### config.mk
export PLATFORM = sky130hd
export DESIGN_NAME = lcm_csr_bank
export DESIGN_NICKNAME = d
export VERILOG_FILES = /design/src/pkg/lcm_pkg.sv /design/src/verilog/lcm_csr_bank.sv /design/src/verilog/lcm_stat_cell.sv
export VERILOG_INCLUDE_DIRS = /design/src /design/src/pkg
export SDC_FILE = /design/constraint.sdc
export NUM_CORES = 2
export LEC_CHECK = 0
export BUFFER_PORTS_ARGS = -buffer_cell sky130_fd_sc_hd__buf_4
export CAP_MARGIN = 20
export CORE_AREA = 3 3 363 365
export CTS_CLUSTER_SIZE = 28
export DETAILED_ROUTE_END_ITERATION = 16
export DIE_AREA = 0 0 366 368
export GPL_TIMING_DRIVEN = 0
export PLACE_DENSITY_LB_ADDON = 0.05
export SETUP_SLACK_MARGIN = 0.05
export SLEW_MARGIN = 5
export SYNTH_ARGS = -nofsm -noshare
export SYNTH_HDL_FRONTEND = slang
export SYNTH_SLANG_ARGS = --single-unit
### constraint.sdc
create_clock -name ref_clk -period 3.1 [get_ports ref_clk]
set_input_delay 0.31 -clock ref_clk [delete_from_list [all_inputs] [get_ports ref_clk]]
set_output_delay 0.31 -clock ref_clk [all_outputs]
set_load 0.1 [all_outputs]
### src/pkg/lcm_params.svh
// Offsets, reset values and field positions of the LAN register bank
`ifndef LCM_PARAMS_SVH
`define LCM_PARAMS_SVH

// Register window
`define LCM_WIN_BASE 8'h00
`define LCM_WIN_TOP 8'hFC

// Register byte offsets
`define LCM_OFF_BUS_ACCESS 8'h00
`define LCM_OFF_TX_POLL 8'h08
`define LCM_OFF_RX_POLL 8'h10
`define LCM_OFF_RX_RING 8'h18
`define LCM_OFF_TX_RING 8'h20
`define LCM_OFF_MAIN_STAT 8'h28
`define LCM_OFF_NET_ACCESS 8'h30
`define LCM_OFF_IEN_MAIN 8'h38
`define LCM_OFF_DROP_CNT 8'h40
`define LCM_OFF_SERIAL 8'h48
`define LCM_OFF_GEN_TIMER 8'h58
`define LCM_OFF_WAKEUP 8'h68
`define LCM_OFF_WATCHDOG 8'h78
`define LCM_OFF_SEC_STAT 8'h80
`define LCM_OFF_IEN_SEC 8'h84
`define LCM_OFF_COMMAND 8'h88
`define LCM_OFF_PERF_CNT 8'h8C
`define LCM_OFF_POWER 8'h90
`define LCM_OFF_TX_DPTR 8'h94
`define LCM_OFF_RX_DPTR 8'h98
`define LCM_OFF_TX_BURST 8'h9C
`define LCM_OFF_FLASH 8'hA0
`define LCM_OFF_STA_LO 8'hA4
`define LCM_OFF_STA_HI 8'hA8
`define LCM_OFF_GRP_LO 8'hAC
`define LCM_OFF_GRP_HI 8'hB0
`define LCM_OFF_SGL_LO 8'hB4
`define LCM_OFF_SGL_HI 8'hB8
`define LCM_OFF_OP_MODE 8'hFC

// Reset values
`define LCM_RST_BUS_ACCESS 32'h0000_1000
`define LCM_RST_ZERO 32'h0000_0000

// Serial port: low half is read live from the pins
`define LCM_SER_LIVE_W 16
`define LCM_SER_CTRL_LSB 16

// Word index field of the byte address
`define LCM_IDX_MSB 7
`define LCM_IDX_LSB 2

`endif

### src/pkg/lcm_pkg.sv
// Types shared by the LAN register bank
package lcm_pkg;

  typedef enum logic [2:0] {
    LCM_ACC_LHSC = 3'h0,
    LCM_ACC_LLSC = 3'h1,
    LCM_ACC_IHSC = 3'h2,
    LCM_ACC_ILSC = 3'h3,
    LCM_ACC_LHMK = 3'h4,
    LCM_ACC_LLMK = 3'h5,
    LCM_ACC_IHMK = 3'h6,
    LCM_ACC_ILMK = 3'h7
  } lcm_acc_e;

  typedef struct packed {
    logic sel;
    logic wr;
    logic [7:0] addr;
    logic [31:0] wdata;
  } lcm_req_s;

  typedef struct packed {
    logic [31:0] main_src;
    logic [31:0] sec_src;
    logic [31:0] drop_cnt;
    logic [31:0] perf_cnt;
    logic [31:0] tx_dptr;
    logic [31:0] rx_dptr;
    logic [15:0] serial_pins;
    logic tmr_upd;
    logic [31:0] tmr_val;
    logic tx_poll_done;
    logic rx_poll_done;
    logic [31:0] strap;
  } lcm_hw_s;

  typedef struct packed {
    logic [31:0] bus_access;
    logic [31:0] rx_ring_base;
    logic [31:0] tx_ring_base;
    logic [31:0] net_access;
    logic [15:0] serial_ctrl;
    logic [31:0] gen_timer;
    logic [31:0] wakeup;
    logic [31:0] watchdog;
    logic [31:0] command;
    logic [31:0] power;
    logic [31:0] tx_burst;
    logic [31:0] flash_port;
    logic [31:0] sta_lo;
    logic [31:0] sta_hi;
    logic [31:0] grp_lo;
    logic [31:0] grp_hi;
    logic [31:0] sgl_lo;
    logic [31:0] sgl_hi;
    logic [31:0] op_mode;
  } lcm_ctrl_s;

endpackage

### src/verilog/lcm_csr_bank.sv
// Control and status register bank of the LAN controller
`include "lcm_params.svh"

module lcm_csr_bank (
  input wire logic ref_clk,
  input wire logic rst,
  input wire lcm_pkg::lcm_req_s csr_req,
  output logic [31:0] csr_rdata,
  output logic csr_rvalid,
  input wire lcm_pkg::lcm_hw_s hw,
  output lcm_pkg::lcm_ctrl_s ctrl,
  output logic tx_poll_stb,
  output logic rx_poll_stb,
  output logic irq_main,
  output logic irq_sec
);
  import lcm_pkg::*;

  logic [5:0] idx;
  logic wr_en, rd_en;
  logic [31:0] rd_word;
  logic [31:0] bus_access_q, rx_ring_q, tx_ring_q, net_access_q, gen_timer_q, wakeup_q, watchdog_q;
  logic [31:0] command_q, power_q, tx_burst_q, flash_q, sta_lo_q, sta_hi_q, grp_lo_q, grp_hi_q;
  logic [31:0] sgl_lo_q, sgl_hi_q, op_mode_q, ien_main_q, ien_sec_q, main_stat, sec_stat;
  logic [31:0] drop_cnt_q, perf_cnt_q, tx_dptr_q, rx_dptr_q, tx_poll_q, rx_poll_q, rdata_q;
  logic [15:0] serial_ctrl_q;
  logic lor_done_q, tx_poll_stb_q, rx_poll_stb_q, irq_main_q, irq_sec_q, rvalid_q;

  // Word index of a byte offset
  function automatic logic [5:0] word_of(input logic [7:0] off);
    word_of = off[`LCM_IDX_MSB:`LCM_IDX_LSB];
  endfunction

  // Write hit on one register
  function automatic logic wr_hit(input logic [7:0] off);
    wr_hit = wr_en && (idx == word_of(off));
  endfunction

  // Status bit kind from bit position and bank
  function automatic lcm_acc_e stat_kind(input logic mask_bank, input int bit_n);
    logic [1:0] grp;
    grp = 2'(bit_n / 8);
    stat_kind = lcm_acc_e'({mask_bank, grp});
  endfunction

  assign idx = word_of(csr_req.addr);
  assign wr_en = csr_req.sel && csr_req.wr;
  assign rd_en = csr_req.sel && !csr_req.wr;

  // Plain read/write registers
  always_ff @(posedge ref_clk) begin
    if (rst) begin
      bus_access_q <= `LCM_RST_BUS_ACCESS;
      net_access_q <= `LCM_RST_ZERO;
      wakeup_q <= `LCM_RST_ZERO;
      serial_ctrl_q <= 16'h0000;
    end else begin
      if (wr_hit(`LCM_OFF_BUS_ACCESS)) begin
        bus_access_q <= csr_req.wdata;
      end
      if (wr_hit(`LCM_OFF_NET_ACCESS)) begin
        net_access_q <= csr_req.wdata;
      end
      if (wr_hit(`LCM_OFF_WAKEUP)) begin
        wakeup_q <= csr_req.wdata;
      end
      if (wr_hit(`LCM_OFF_SERIAL)) begin
        serial_ctrl_q <= csr_req.wdata[31:`LCM_SER_CTRL_LSB];
      end
    end
  end

  // Descriptor ring bases
  always_ff @(posedge ref_clk) begin
    if (rst) begin
      rx_ring_q <= `LCM_RST_ZERO;
      tx_ring_q <= `LCM_RST_ZERO;
    end else begin
      if (wr_hit(`LCM_OFF_RX_RING)) begin
        rx_ring_q <= csr_req.wdata;
      end
      if (wr_hit(`LCM_OFF_TX_RING)) begin
        tx_ring_q <= csr_req.wdata;
      end
    end
  end

  // Watchdog, power, transmit burst and flash port
  always_ff @(posedge ref_clk) begin
    if (rst) begin
      watchdog_q <= `LCM_RST_ZERO;
      power_q <= `LCM_RST_ZERO;
      tx_burst_q <= `LCM_RST_ZERO;
      flash_q <= `LCM_RST_ZERO;
    end else begin
      if (wr_hit(`LCM_OFF_WATCHDOG)) begin
        watchdog_q <= csr_req.wdata;
      end
      if (wr_hit(`LCM_OFF_POWER)) begin
        power_q <= csr_req.wdata;
      end
      if (wr_hit(`LCM_OFF_TX_BURST)) begin
        tx_burst_q <= csr_req.wdata;
      end
      if (wr_hit(`LCM_OFF_FLASH)) begin
        flash_q <= csr_req.wdata;
      end
    end
  end

  // General timer, hardware reloadable
  always_ff @(posedge ref_clk) begin
    if (rst) begin
      gen_timer_q <= `LCM_RST_ZERO;
    end else if (wr_hit(`LCM_OFF_GEN_TIMER)) begin
      gen_timer_q <= csr_req.wdata;
    end else if (hw.tmr_upd) begin
      gen_timer_q <= hw.tmr_val;
    end
  end

  // Command register loads straps once
  always_ff @(posedge ref_clk) begin
    if (rst) begin
      command_q <= `LCM_RST_ZERO;
      lor_done_q <= 1'b0;
    end else begin
      lor_done_q <= 1'b1;
      if (wr_hit(`LCM_OFF_COMMAND)) begin
        command_q <= csr_req.wdata;
      end else if (!lor_done_q) begin
        command_q <= hw.strap;
      end
    end
  end

  // Address filters and operating mode
  always_ff @(posedge ref_clk) begin
    if (rst) begin
      sta_lo_q <= `LCM_RST_ZERO;
      sta_hi_q <= `LCM_RST_ZERO;
      grp_lo_q <= `LCM_RST_ZERO;
      grp_hi_q <= `LCM_RST_ZERO;
      sgl_lo_q <= `LCM_RST_ZERO;
      sgl_hi_q <= `LCM_RST_ZERO;
      op_mode_q <= `LCM_RST_ZERO;
    end else begin
      if (wr_hit(`LCM_OFF_STA_LO)) begin
        sta_lo_q <= csr_req.wdata;
      end
      if (wr_hit(`LCM_OFF_STA_HI)) begin
        sta_hi_q <= csr_req.wdata;
      end
      if (wr_hit(`LCM_OFF_GRP_LO)) begin
        grp_lo_q <= csr_req.wdata;
      end
      if (wr_hit(`LCM_OFF_GRP_HI)) begin
        grp_hi_q <= csr_req.wdata;
      end
      if (wr_hit(`LCM_OFF_SGL_LO)) begin
        sgl_lo_q <= csr_req.wdata;
      end
      if (wr_hit(`LCM_OFF_SGL_HI)) begin
        sgl_hi_q <= csr_req.wdata;
      end
      if (wr_hit(`LCM_OFF_OP_MODE)) begin
        op_mode_q <= csr_req.wdata;
      end
    end
  end

  always_ff @(posedge ref_clk) begin
    if (rst) begin
      drop_cnt_q <= `LCM_RST_ZERO;
      perf_cnt_q <= `LCM_RST_ZERO;
      tx_dptr_q <= `LCM_RST_ZERO;
      rx_dptr_q <= `LCM_RST_ZERO;
    end else begin
      drop_cnt_q <= hw.drop_cnt;
      perf_cnt_q <= hw.perf_cnt;
      tx_dptr_q <= hw.tx_dptr;
      rx_dptr_q <= hw.rx_dptr;
    end
  end

  // Poll demand registers and strobes
  always_ff @(posedge ref_clk) begin
    if (rst) begin
      tx_poll_q <= `LCM_RST_ZERO;
      rx_poll_q <= `LCM_RST_ZERO;
      tx_poll_stb_q <= 1'b0;
      rx_poll_stb_q <= 1'b0;
    end else begin
      tx_poll_stb_q <= wr_hit(`LCM_OFF_TX_POLL);
      rx_poll_stb_q <= wr_hit(`LCM_OFF_RX_POLL);
      if (wr_hit(`LCM_OFF_TX_POLL)) begin
        tx_poll_q <= csr_req.wdata;
      end else if (hw.tx_poll_done) begin
        tx_poll_q <= `LCM_RST_ZERO;
      end
      if (wr_hit(`LCM_OFF_RX_POLL)) begin
        rx_poll_q <= csr_req.wdata;
      end else if (hw.rx_poll_done) begin
        rx_poll_q <= `LCM_RST_ZERO;
      end
    end
  end

  // Interrupt enables
  always_ff @(posedge ref_clk) begin
    if (rst) begin
      ien_main_q <= `LCM_RST_ZERO;
      ien_sec_q <= `LCM_RST_ZERO;
    end else begin
      if (wr_hit(`LCM_OFF_IEN_MAIN)) begin
        ien_main_q <= csr_req.wdata;
      end
      if (wr_hit(`LCM_OFF_IEN_SEC)) begin
        ien_sec_q <= csr_req.wdata;
      end
    end
  end

  // Status bits: main bank mask-clear, secondary bank read-clear
  for (genvar i = 0; i < 32; i++) begin : g_stat
    // main bank cleared by written ones
    lcm_stat_cell #(
      .KIND(stat_kind(1'b1, i))
    ) u_main (
      .ref_clk(ref_clk),
      .rst(rst),
      .src(hw.main_src[i]),
      .rd_clr(rd_en && (idx == word_of(`LCM_OFF_MAIN_STAT))),
      .wr_clr(wr_en && (idx == word_of(`LCM_OFF_MAIN_STAT)) && csr_req.wdata[i]),
      .flag_q(main_stat[i])
    );
    lcm_stat_cell #(
      .KIND(stat_kind(1'b0, i))
    ) u_sec (
      .ref_clk(ref_clk),
      .rst(rst),
      .src(hw.sec_src[i]),
      .rd_clr(rd_en && (idx == word_of(`LCM_OFF_SEC_STAT))),
      .wr_clr(wr_en && (idx == word_of(`LCM_OFF_SEC_STAT)) && csr_req.wdata[i]),
      .flag_q(sec_stat[i])
    );
  end

  always_ff @(posedge ref_clk) begin
    if (rst) begin
      irq_main_q <= 1'b0;
      irq_sec_q <= 1'b0;
    end else begin
      irq_main_q <= |(main_stat & ien_main_q);
      irq_sec_q <= |(sec_stat & ien_sec_q);
    end
  end

  // Read multiplexer
  always_comb begin
    case (idx)
      word_of(`LCM_OFF_BUS_ACCESS): rd_word = bus_access_q;
      word_of(`LCM_OFF_TX_POLL): rd_word = tx_poll_q;
      word_of(`LCM_OFF_RX_POLL): rd_word = rx_poll_q;
      word_of(`LCM_OFF_RX_RING): rd_word = rx_ring_q;
      word_of(`LCM_OFF_TX_RING): rd_word = tx_ring_q;
      word_of(`LCM_OFF_MAIN_STAT): rd_word = main_stat;
      word_of(`LCM_OFF_NET_ACCESS): rd_word = net_access_q;
      word_of(`LCM_OFF_IEN_MAIN): rd_word = ien_main_q;
      word_of(`LCM_OFF_DROP_CNT): rd_word = drop_cnt_q;
      word_of(`LCM_OFF_SERIAL): rd_word = {serial_ctrl_q, hw.serial_pins};
      word_of(`LCM_OFF_GEN_TIMER): rd_word = gen_timer_q;
      word_of(`LCM_OFF_WAKEUP): rd_word = wakeup_q;
      word_of(`LCM_OFF_WATCHDOG): rd_word = watchdog_q;
      word_of(`LCM_OFF_SEC_STAT): rd_word = sec_stat;
      word_of(`LCM_OFF_IEN_SEC): rd_word = ien_sec_q;
      word_of(`LCM_OFF_COMMAND): rd_word = command_q;
      word_of(`LCM_OFF_PERF_CNT): rd_word = perf_cnt_q;
      word_of(`LCM_OFF_POWER): rd_word = power_q;
      word_of(`LCM_OFF_TX_DPTR): rd_word = tx_dptr_q;
      word_of(`LCM_OFF_RX_DPTR): rd_word = rx_dptr_q;
      word_of(`LCM_OFF_TX_BURST): rd_word = tx_burst_q;
      word_of(`LCM_OFF_FLASH): rd_word = flash_q;
      word_of(`LCM_OFF_STA_LO): rd_word = sta_lo_q;
      word_of(`LCM_OFF_STA_HI): rd_word = sta_hi_q;
      word_of(`LCM_OFF_GRP_LO): rd_word = grp_lo_q;
      word_of(`LCM_OFF_GRP_HI): rd_word = grp_hi_q;
      word_of(`LCM_OFF_SGL_LO): rd_word = sgl_lo_q;
      word_of(`LCM_OFF_SGL_HI): rd_word = sgl_hi_q;
      word_of(`LCM_OFF_OP_MODE): rd_word = op_mode_q;
      default: rd_word = `LCM_RST_ZERO;
    endcase
  end

  // Read data register
  always_ff @(posedge ref_clk) begin
    if (rst) begin
      rdata_q <= `LCM_RST_ZERO;
      rvalid_q <= 1'b0;
    end else begin
      rvalid_q <= rd_en;
      if (rd_en) begin
        rdata_q <= rd_word;
      end
    end
  end

  // Control outputs from flops
  assign ctrl = {bus_access_q, rx_ring_q, tx_ring_q, net_access_q, serial_ctrl_q, gen_timer_q, wakeup_q,
    watchdog_q, command_q, power_q, tx_burst_q, flash_q, sta_lo_q, sta_hi_q, grp_lo_q, grp_hi_q, sgl_lo_q,
    sgl_hi_q, op_mode_q};

  assign csr_rdata = rdata_q;
  assign csr_rvalid = rvalid_q;
  assign tx_poll_stb = tx_poll_stb_q;
  assign rx_poll_stb = rx_poll_stb_q;
  assign irq_main = irq_main_q;
  assign irq_sec = irq_sec_q;
endmodule

### src/verilog/lcm_stat_cell.sv
// One sticky status bit of a selectable latch or edge kind
module lcm_stat_cell #(
  parameter lcm_pkg::lcm_acc_e KIND = lcm_pkg::LCM_ACC_LHMK
) (
  input wire logic ref_clk,
  input wire logic rst,
  input wire logic src,
  input wire logic rd_clr,
  input wire logic wr_clr,
  output logic flag_q
);
  import lcm_pkg::*;

  logic src_q;
  logic set;
  logic clr;

  // Previous source level for edge kinds
  always_ff @(posedge ref_clk) begin
    if (rst) begin
      src_q <= 1'b0;
    end else begin
      src_q <= src;
    end
  end

  always_comb begin
    case (KIND)
      LCM_ACC_LHSC, LCM_ACC_LHMK: set = src;
      LCM_ACC_LLSC, LCM_ACC_LLMK: set = !src;
      LCM_ACC_IHSC, LCM_ACC_IHMK: set = src & !src_q;
      default: set = !src & src_q;
    endcase
  end

  assign clr = KIND[2] ? wr_clr : rd_clr;

  always_ff @(posedge ref_clk) begin
    if (rst) begin
      flag_q <= 1'b0;
    end else if (set) begin
      flag_q <= 1'b1;
    end else if (clr) begin
      flag_q <= 1'b0;
    end
  end
endmodule
=== Yosys cells after proc, flatten, opt, wreduce, memory -nomap -nowiden ===
Index checks and enable logic that the tools add are counted.

* Bits of input ports: 319
* Register bits: 982
* Output and inout bits: 629
* Word-level logic and storage cells: 462

* Bitwise operators: 34
* Reductions and logical operators: 146
* Eq/ne operators: 45
* Mux-type cells: 107

{| class="wikitable"
|+ Operators with widths
! cell !! number
|-
| 32-bit one-hot mux with 29 select lines || 1
|-
| 32-bit two-way mux || 8
|-
| 2-bit nonzero test || 51
|-
| 1-bit two-way mux || 98
|-
| 6-bit == test (second input constant) || 16
|-
| 32-bit AND || 2
|-
| 32-bit OR reduction || 2
|-
| 1-bit logical AND || 59
|-
| 2-bit by 1-bit inequality test with 1-bit output (second input constant) || 17
|-
| 1-bit logical NOT || 33
|-
| 1-bit AND || 32
|-
| 6-bit by 5-bit == test with 1-bit output (second input constant) || 5
|-
| 6-bit by 4-bit == test with 1-bit output (second input constant) || 4
|-
| 6-bit by 3-bit == test with 1-bit output (second input constant) || 2
|-
| 6-bit by 2-bit == test with 1-bit output (second input constant) || 1
|-
| 6-bit logical NOT || 1
|}

=== Logic depth before layout (Yosys ltp) ===
* Word-level depth: 5
* Mapped depth: 11
* Depth with buffers taken out: 6

=== Modules after synthesis ===
Synthesis repeated with hierarchy kept, for this count alone.

* Cell total of the unflattened synthesis: 4,856
* Area, all modules: 40,372.5 um^2

{| class="wikitable"
|+ By module, submodules not included
! module !! area each (um^2) !! instances !! sequential area each (um^2) !! cells each
|-
| lcm_csr_bank || 37,029.3 || 1 || 17,737.0 || 4,552
|-
| lcm_stat_cell (g_stat[16].u_main ...) || 67.6 || 32 || 40.0 || 6
|-
| lcm_stat_cell (g_stat[0].u_main ...) || 38.8 || 16 || 20.0 || 4
|-
| lcm_stat_cell (g_stat[10].u_main ...) || 35.0 || 16 || 20.0 || 3
|}

=== Worst setup path before layout ===
No wires, ideal clock.

* Path type: in2reg
* Start point: input port csr_req[36] (netlist name)
* End point: register rdata_q[15] (netlist: csr_rdata[15])
* Arrival: 1,949 ps
* Cell stages on the path: 9
* Buffers on the path: 3
* Setup time: 139 ps
* Required time: 2,961 ps
* Path slack: 1,012 ps
* Cells stage by stage: buf_2 -> buf_2 -> buf_2 -> mux2_1 -> a22o_1 -> a222oi_1 -> nand3_1 -> nor2_1 -> a22oi_1

* Word-level cells in the longest chain between the ends: 2
* Elaborated cells on any way between the ends: 30
* Classes of those cells: eq/ne: 28; mux: 1; reduce/logical: 1

{| class="wikitable"
|+ RTL lines
! item !! line !! source
|-
| start: declaration || lcm_csr_bank.sv:7 || <nowiki>input wire lcm_pkg::lcm_req_s csr_req,</nowiki>
|-
| 6-bit == test (tied with other cells) || lcm_csr_bank.sv:261 || <nowiki>case (idx)</nowiki>
|-
| 32-bit one-hot mux with 29 select lines * || lcm_csr_bank.sv:261 ||
|-
| end signal: assignment || lcm_csr_bank.sv:298 || <nowiki>rdata_q <= `LCM_RST_ZERO;</nowiki>
|-
| end signal: assignment || lcm_csr_bank.sv:303 || <nowiki>rdata_q <= rd_word;</nowiki>
|-
| end: declaration || lcm_csr_bank.sv:25 || <nowiki>logic [31:0] drop_cnt_q, perf_cnt_q, tx_dptr_q, rx_dptr_q, tx_poll_q, rx_poll_q, rdata_q;</nowiki>
|}

Every way passes the cells marked *; elsewhere a longest branch is shown, timed or not.
A chain may end at the register's enable or synchronous reset.

=== Final worst setup path ===
* Start point: input port csr_req[39] (netlist name)
* End point: register rdata_q[28] (netlist: csr_rdata[28])

The elaborated chain is that of the path after synthesis.

==> metrics.md <==
| Metric | Value |
|---|---|
| Final Cycle Share | `110%` |
| Fraction of layout cells with a size suffix above 1 | `between 20% and 30%` |
| Clock Latency Late Sink | `770 ps` |
| Initial DRC Count | `8,302` |
| Slew Viols, Final | `0` |
| Netlist Area Pre-Place | `39,200 µm²` |
| Final Non-Filler Cells | `8,013` |
| Total Wirelength | `367 mm` |
| Num ports | `948` |
| Synth area leader | `dfxtp_1` |
| FF+latch count, synth | `982` |
| Clock Tree Root | `clkbuf_16` |
| Async S/R FF share, synth | `0%` |
| Fin. Hold Viols | `0` |
| Yosys warning count | `0` |
| CTS Sinks | `982` |
| Avg WL per Cell | `45.8 µm` |
| Starting density of the core | `between 30 and 40%` |
| Combinational Power Share | `10.6%` |
| First-pass iteration count of the detailed router | `9` |
| Most common cell in the synthesized netlist | `nand2_1` |
| Synth Net Count | `5,045` |
| Clock Skew | `23.1 ps` |
| Endpoint class of the critical path | `flip-flop` |
| Die area | `135,000 µm²` |
| Syn-to-layout area delta | `44.4%` |
| Syn Inst Count | `4,726` |
| Via-to-Cell Ratio | `6.22` |
| CTS buffer count | `roughly 120` |
| Die X | `366 µm` |
| Clk pin slew, worst setup/hold paths | `about 60 ps` |
| Vias in the first global route | `about 45,000` |
| Clock tree buffer depth | `3` |
| Failing checks | `setup timing` |
| Crit path DAT | `4070 ps` |
| Startpoint types | `input pin` |
| Avg Cell Area, Syn | `8.30 µm²` |
| DRC viols | `0` |
| Height of the chip | `between 300 and 400 µm` |
| Status | `finished with violations` |
| Dpl hpwl | `279 mm` |
| Critical path peak fanout | `10` |
| GRT overflow | `0` |
| Gpl congestion | `1.06` |
| MaxCap Viol Count | `0` |
| # rows | `approximately 130` |
| Layout Nets | `6,470` |
| Main area contributors after synthesis | `dfxtp_1, nand2_1, a21oi_1` |
| WP buf/inv | `4` |
| Pin count of the biggest net entering global routing | `16` |
| Post-synth top cells | `nand2_1, dfxtp_1, a21oi_1` |
| Peak supply drop | `443 µV` |
| Clock network power share | `47.0%` |
| Sequential fraction of the synthesis area | `50.1%` |
| WS Path Type | `input pin to flip-flop` |
| Hold slack | `between 30 and 40 ps` |
| Worst-path cell chain | `buf_4 > buf_2 > nor2b_1 > and3_1 > buf_4 > buf_2 > a22oi_1 > nand4_1 > nor2_1 > a32oi_1` |
| Gr usage total | `51.9%` |
| H-tree Lvls | `3` |
| Fmax | `294 MHz` |
| Port bufs | `944` |
| Clock period minus worst slack | `between 3000 and 4000 ps` |
| Yosys top cell area share | `approximately half` |
| Netlist cell types | `64` |
| Cell leakage power | `between 20 and 25 nW` |
| ANT nets after route | `0` |
| Top FF cell, synth | `dfxtp_1` |
| Initial antenna violation count | `35` |
| Slowest Stage Delay on Critical Path | `roughly 740 ps` |
| Sequential Power Share | `42.4%` |
| Unrepaired setup endpoints after global routing | `no` |
| Max-Slew Margin vs Limit | `a little under a tenth` |
| First-pass GRT wire length | `461 mm` |
| Internal power | `around 0.022 W` |
| Sw frac | `roughly 29%` |
| CP max stage cell | `and3_1` |
| CTS tree | `yes` |
| Via count | `49,800` |
| CORE AREA | `129,000 µm²` |
| Slew @ Worst Pin | `1360 ps` |
| PD cells | `~550 nW/µm²` |
| Hold crit path type | `input pin to flip-flop` |
| CP delay by family, top | `simple AND/OR/NAND/NOR gates` |
| Placed Instances | `7,476` |
| EDFF count, synth | `0` |
| Final setup violating endpoints | `98` |
| NetSw | `0.00893 W` |
| Data required, critical path | `~3800 ps` |
| Post-route setup slack | `-298 ps` |
==> per-stage QoR <==
stage                     util (%)  setup WS, ps  cell area, µm²  power (W)  TNS [ps]
after floorplan                  -          1010           39200     0.0145         0
after global placement        37.6         -1910           48500     0.0162   -689400
after detailed placement      38.4         -1210           49600     0.0163   -361350
after CTS                     43.8          83.5           56500     0.0308         0
after global routing          43.8          48.2           56600     0.0314         0
final                         43.9          -298           56600     0.0312     -6540
==> layout make-up <==
class                      count  area [µm²]
tap                         1742        2180
fill                       13100       72500
antenna                       26        65.1
clock inverter                45         520
inverter                       9        33.8
multi-input combinational   3296       17800
clock buffer                 167        3400
sequential                   982       19700
timing repair buffer        1309       11000
buffer                       437        1950
==> power groups by stage <==
| stage | sequential (W) | combinational (W) | clock [W] |
|---|---|---|---|
| 2_1_floorplan | 0.0137 | 0.000740 | 0 |
| 3_3_place_gp | 0.0135 | 0.00272 | 0 |
| 3_5_place_dp | 0.0135 | 0.00283 | 0 |
| 4_1_cts | 0.0132 | 0.00315 | 0.0145 |
| 5_1_grt | 0.0132 | 0.00326 | 0.0149 |
| 6_report | 0.0132 | 0.00331 | 0.0146 |
==> worst register-to-register path, stage by stage (launching register included) <==
cell	delay [ps]
dfxtp_1	310
clkbuf_2	660
clkbuf_1	760
mux2i_1	280
a211oi_1	90
dlygate4sd3_1	580
==> worst paths after layout <==
path                          to          start  depth (start not counted)  slack, ps
setup / recovery   csr_rdata[28]    csr_req[39]                         10       -300
hold / removal    gen_timer_q[4]         hw[38]                          3         40
setup reg to reg    command_q[1]     lor_done_q                          5        310
hold reg to reg    csr_rdata[14]  csr_rdata[14]                          2        460
==> logic make-up after synthesis <==
family / Yosys count / share of synthesized area (%)
multiplexers: 109 / 2.95
AND/OR/NAND/NOR: 1883 / 20.7
AO/OA/AOI/OAI: 1304 / 21.4
buffers and inverters: 448 / 4.83
flip-flops: 982 / 50.1
==> repair_timing <==
| action | 4_1_cts | 5_1_grt |
|---|---|---|
| gates resized for setup | 19 | 11 |
| buffers inserted | 0 | 0 |
| pin swaps | 1 | 0 |
| endpoints found under the setup margin | 182 | 60 |
| hold buffers | 299 | 0 |
| endpoints found under the hold margin | 309 | 0 |
==> cell usage in the layout (no fill, tap or decap), types with 9 or more instances in the layout <==
master         netlist  layout
a22o_1             104     104
mux2_2              12      12
buf_8                0      35
buf_2              106      93
clkbuf_16            0     117
dlygate4sd3_1        0     299
a21oi_1            664     664
clkbuf_1           315     292
a222oi_1            26      26
a211oi_1            66      64
nor4_1              14      11
mux2i_1             92      92
clkinv_2             0      25
nand2_1           1345    1344
a221oi_1            30      30
buf_4               11     975
diode_2              0      26
nor3_1              21      17
buf_6                5      21
nand4_1             41      41
nand3_1             34      33
clkbuf_8             0      28
inv_1                9       9
o21ai_0              9       9
a32oi_1             12      12
dfxtp_1            982     982
nor2b_1            190     189
o2bb2ai_1           11      11
a22oi_1            334     334
clkbuf_2             0      40
and2_1              10      10
nor3_2               7       9
and3_1              30      30
nor2_1             151     145
bufinv_16            0      10
==> routing by layer <==
layer | wire [µm] | GRT usage (%)
met5 | 69 | 0
met1 | 130000 | 60.2
met3 | 47200 | 19.3
met2 | 149000 | 74.6
met4 | 40900 | 46.3
No activity file was read; power rests on OpenSTA's default activity.
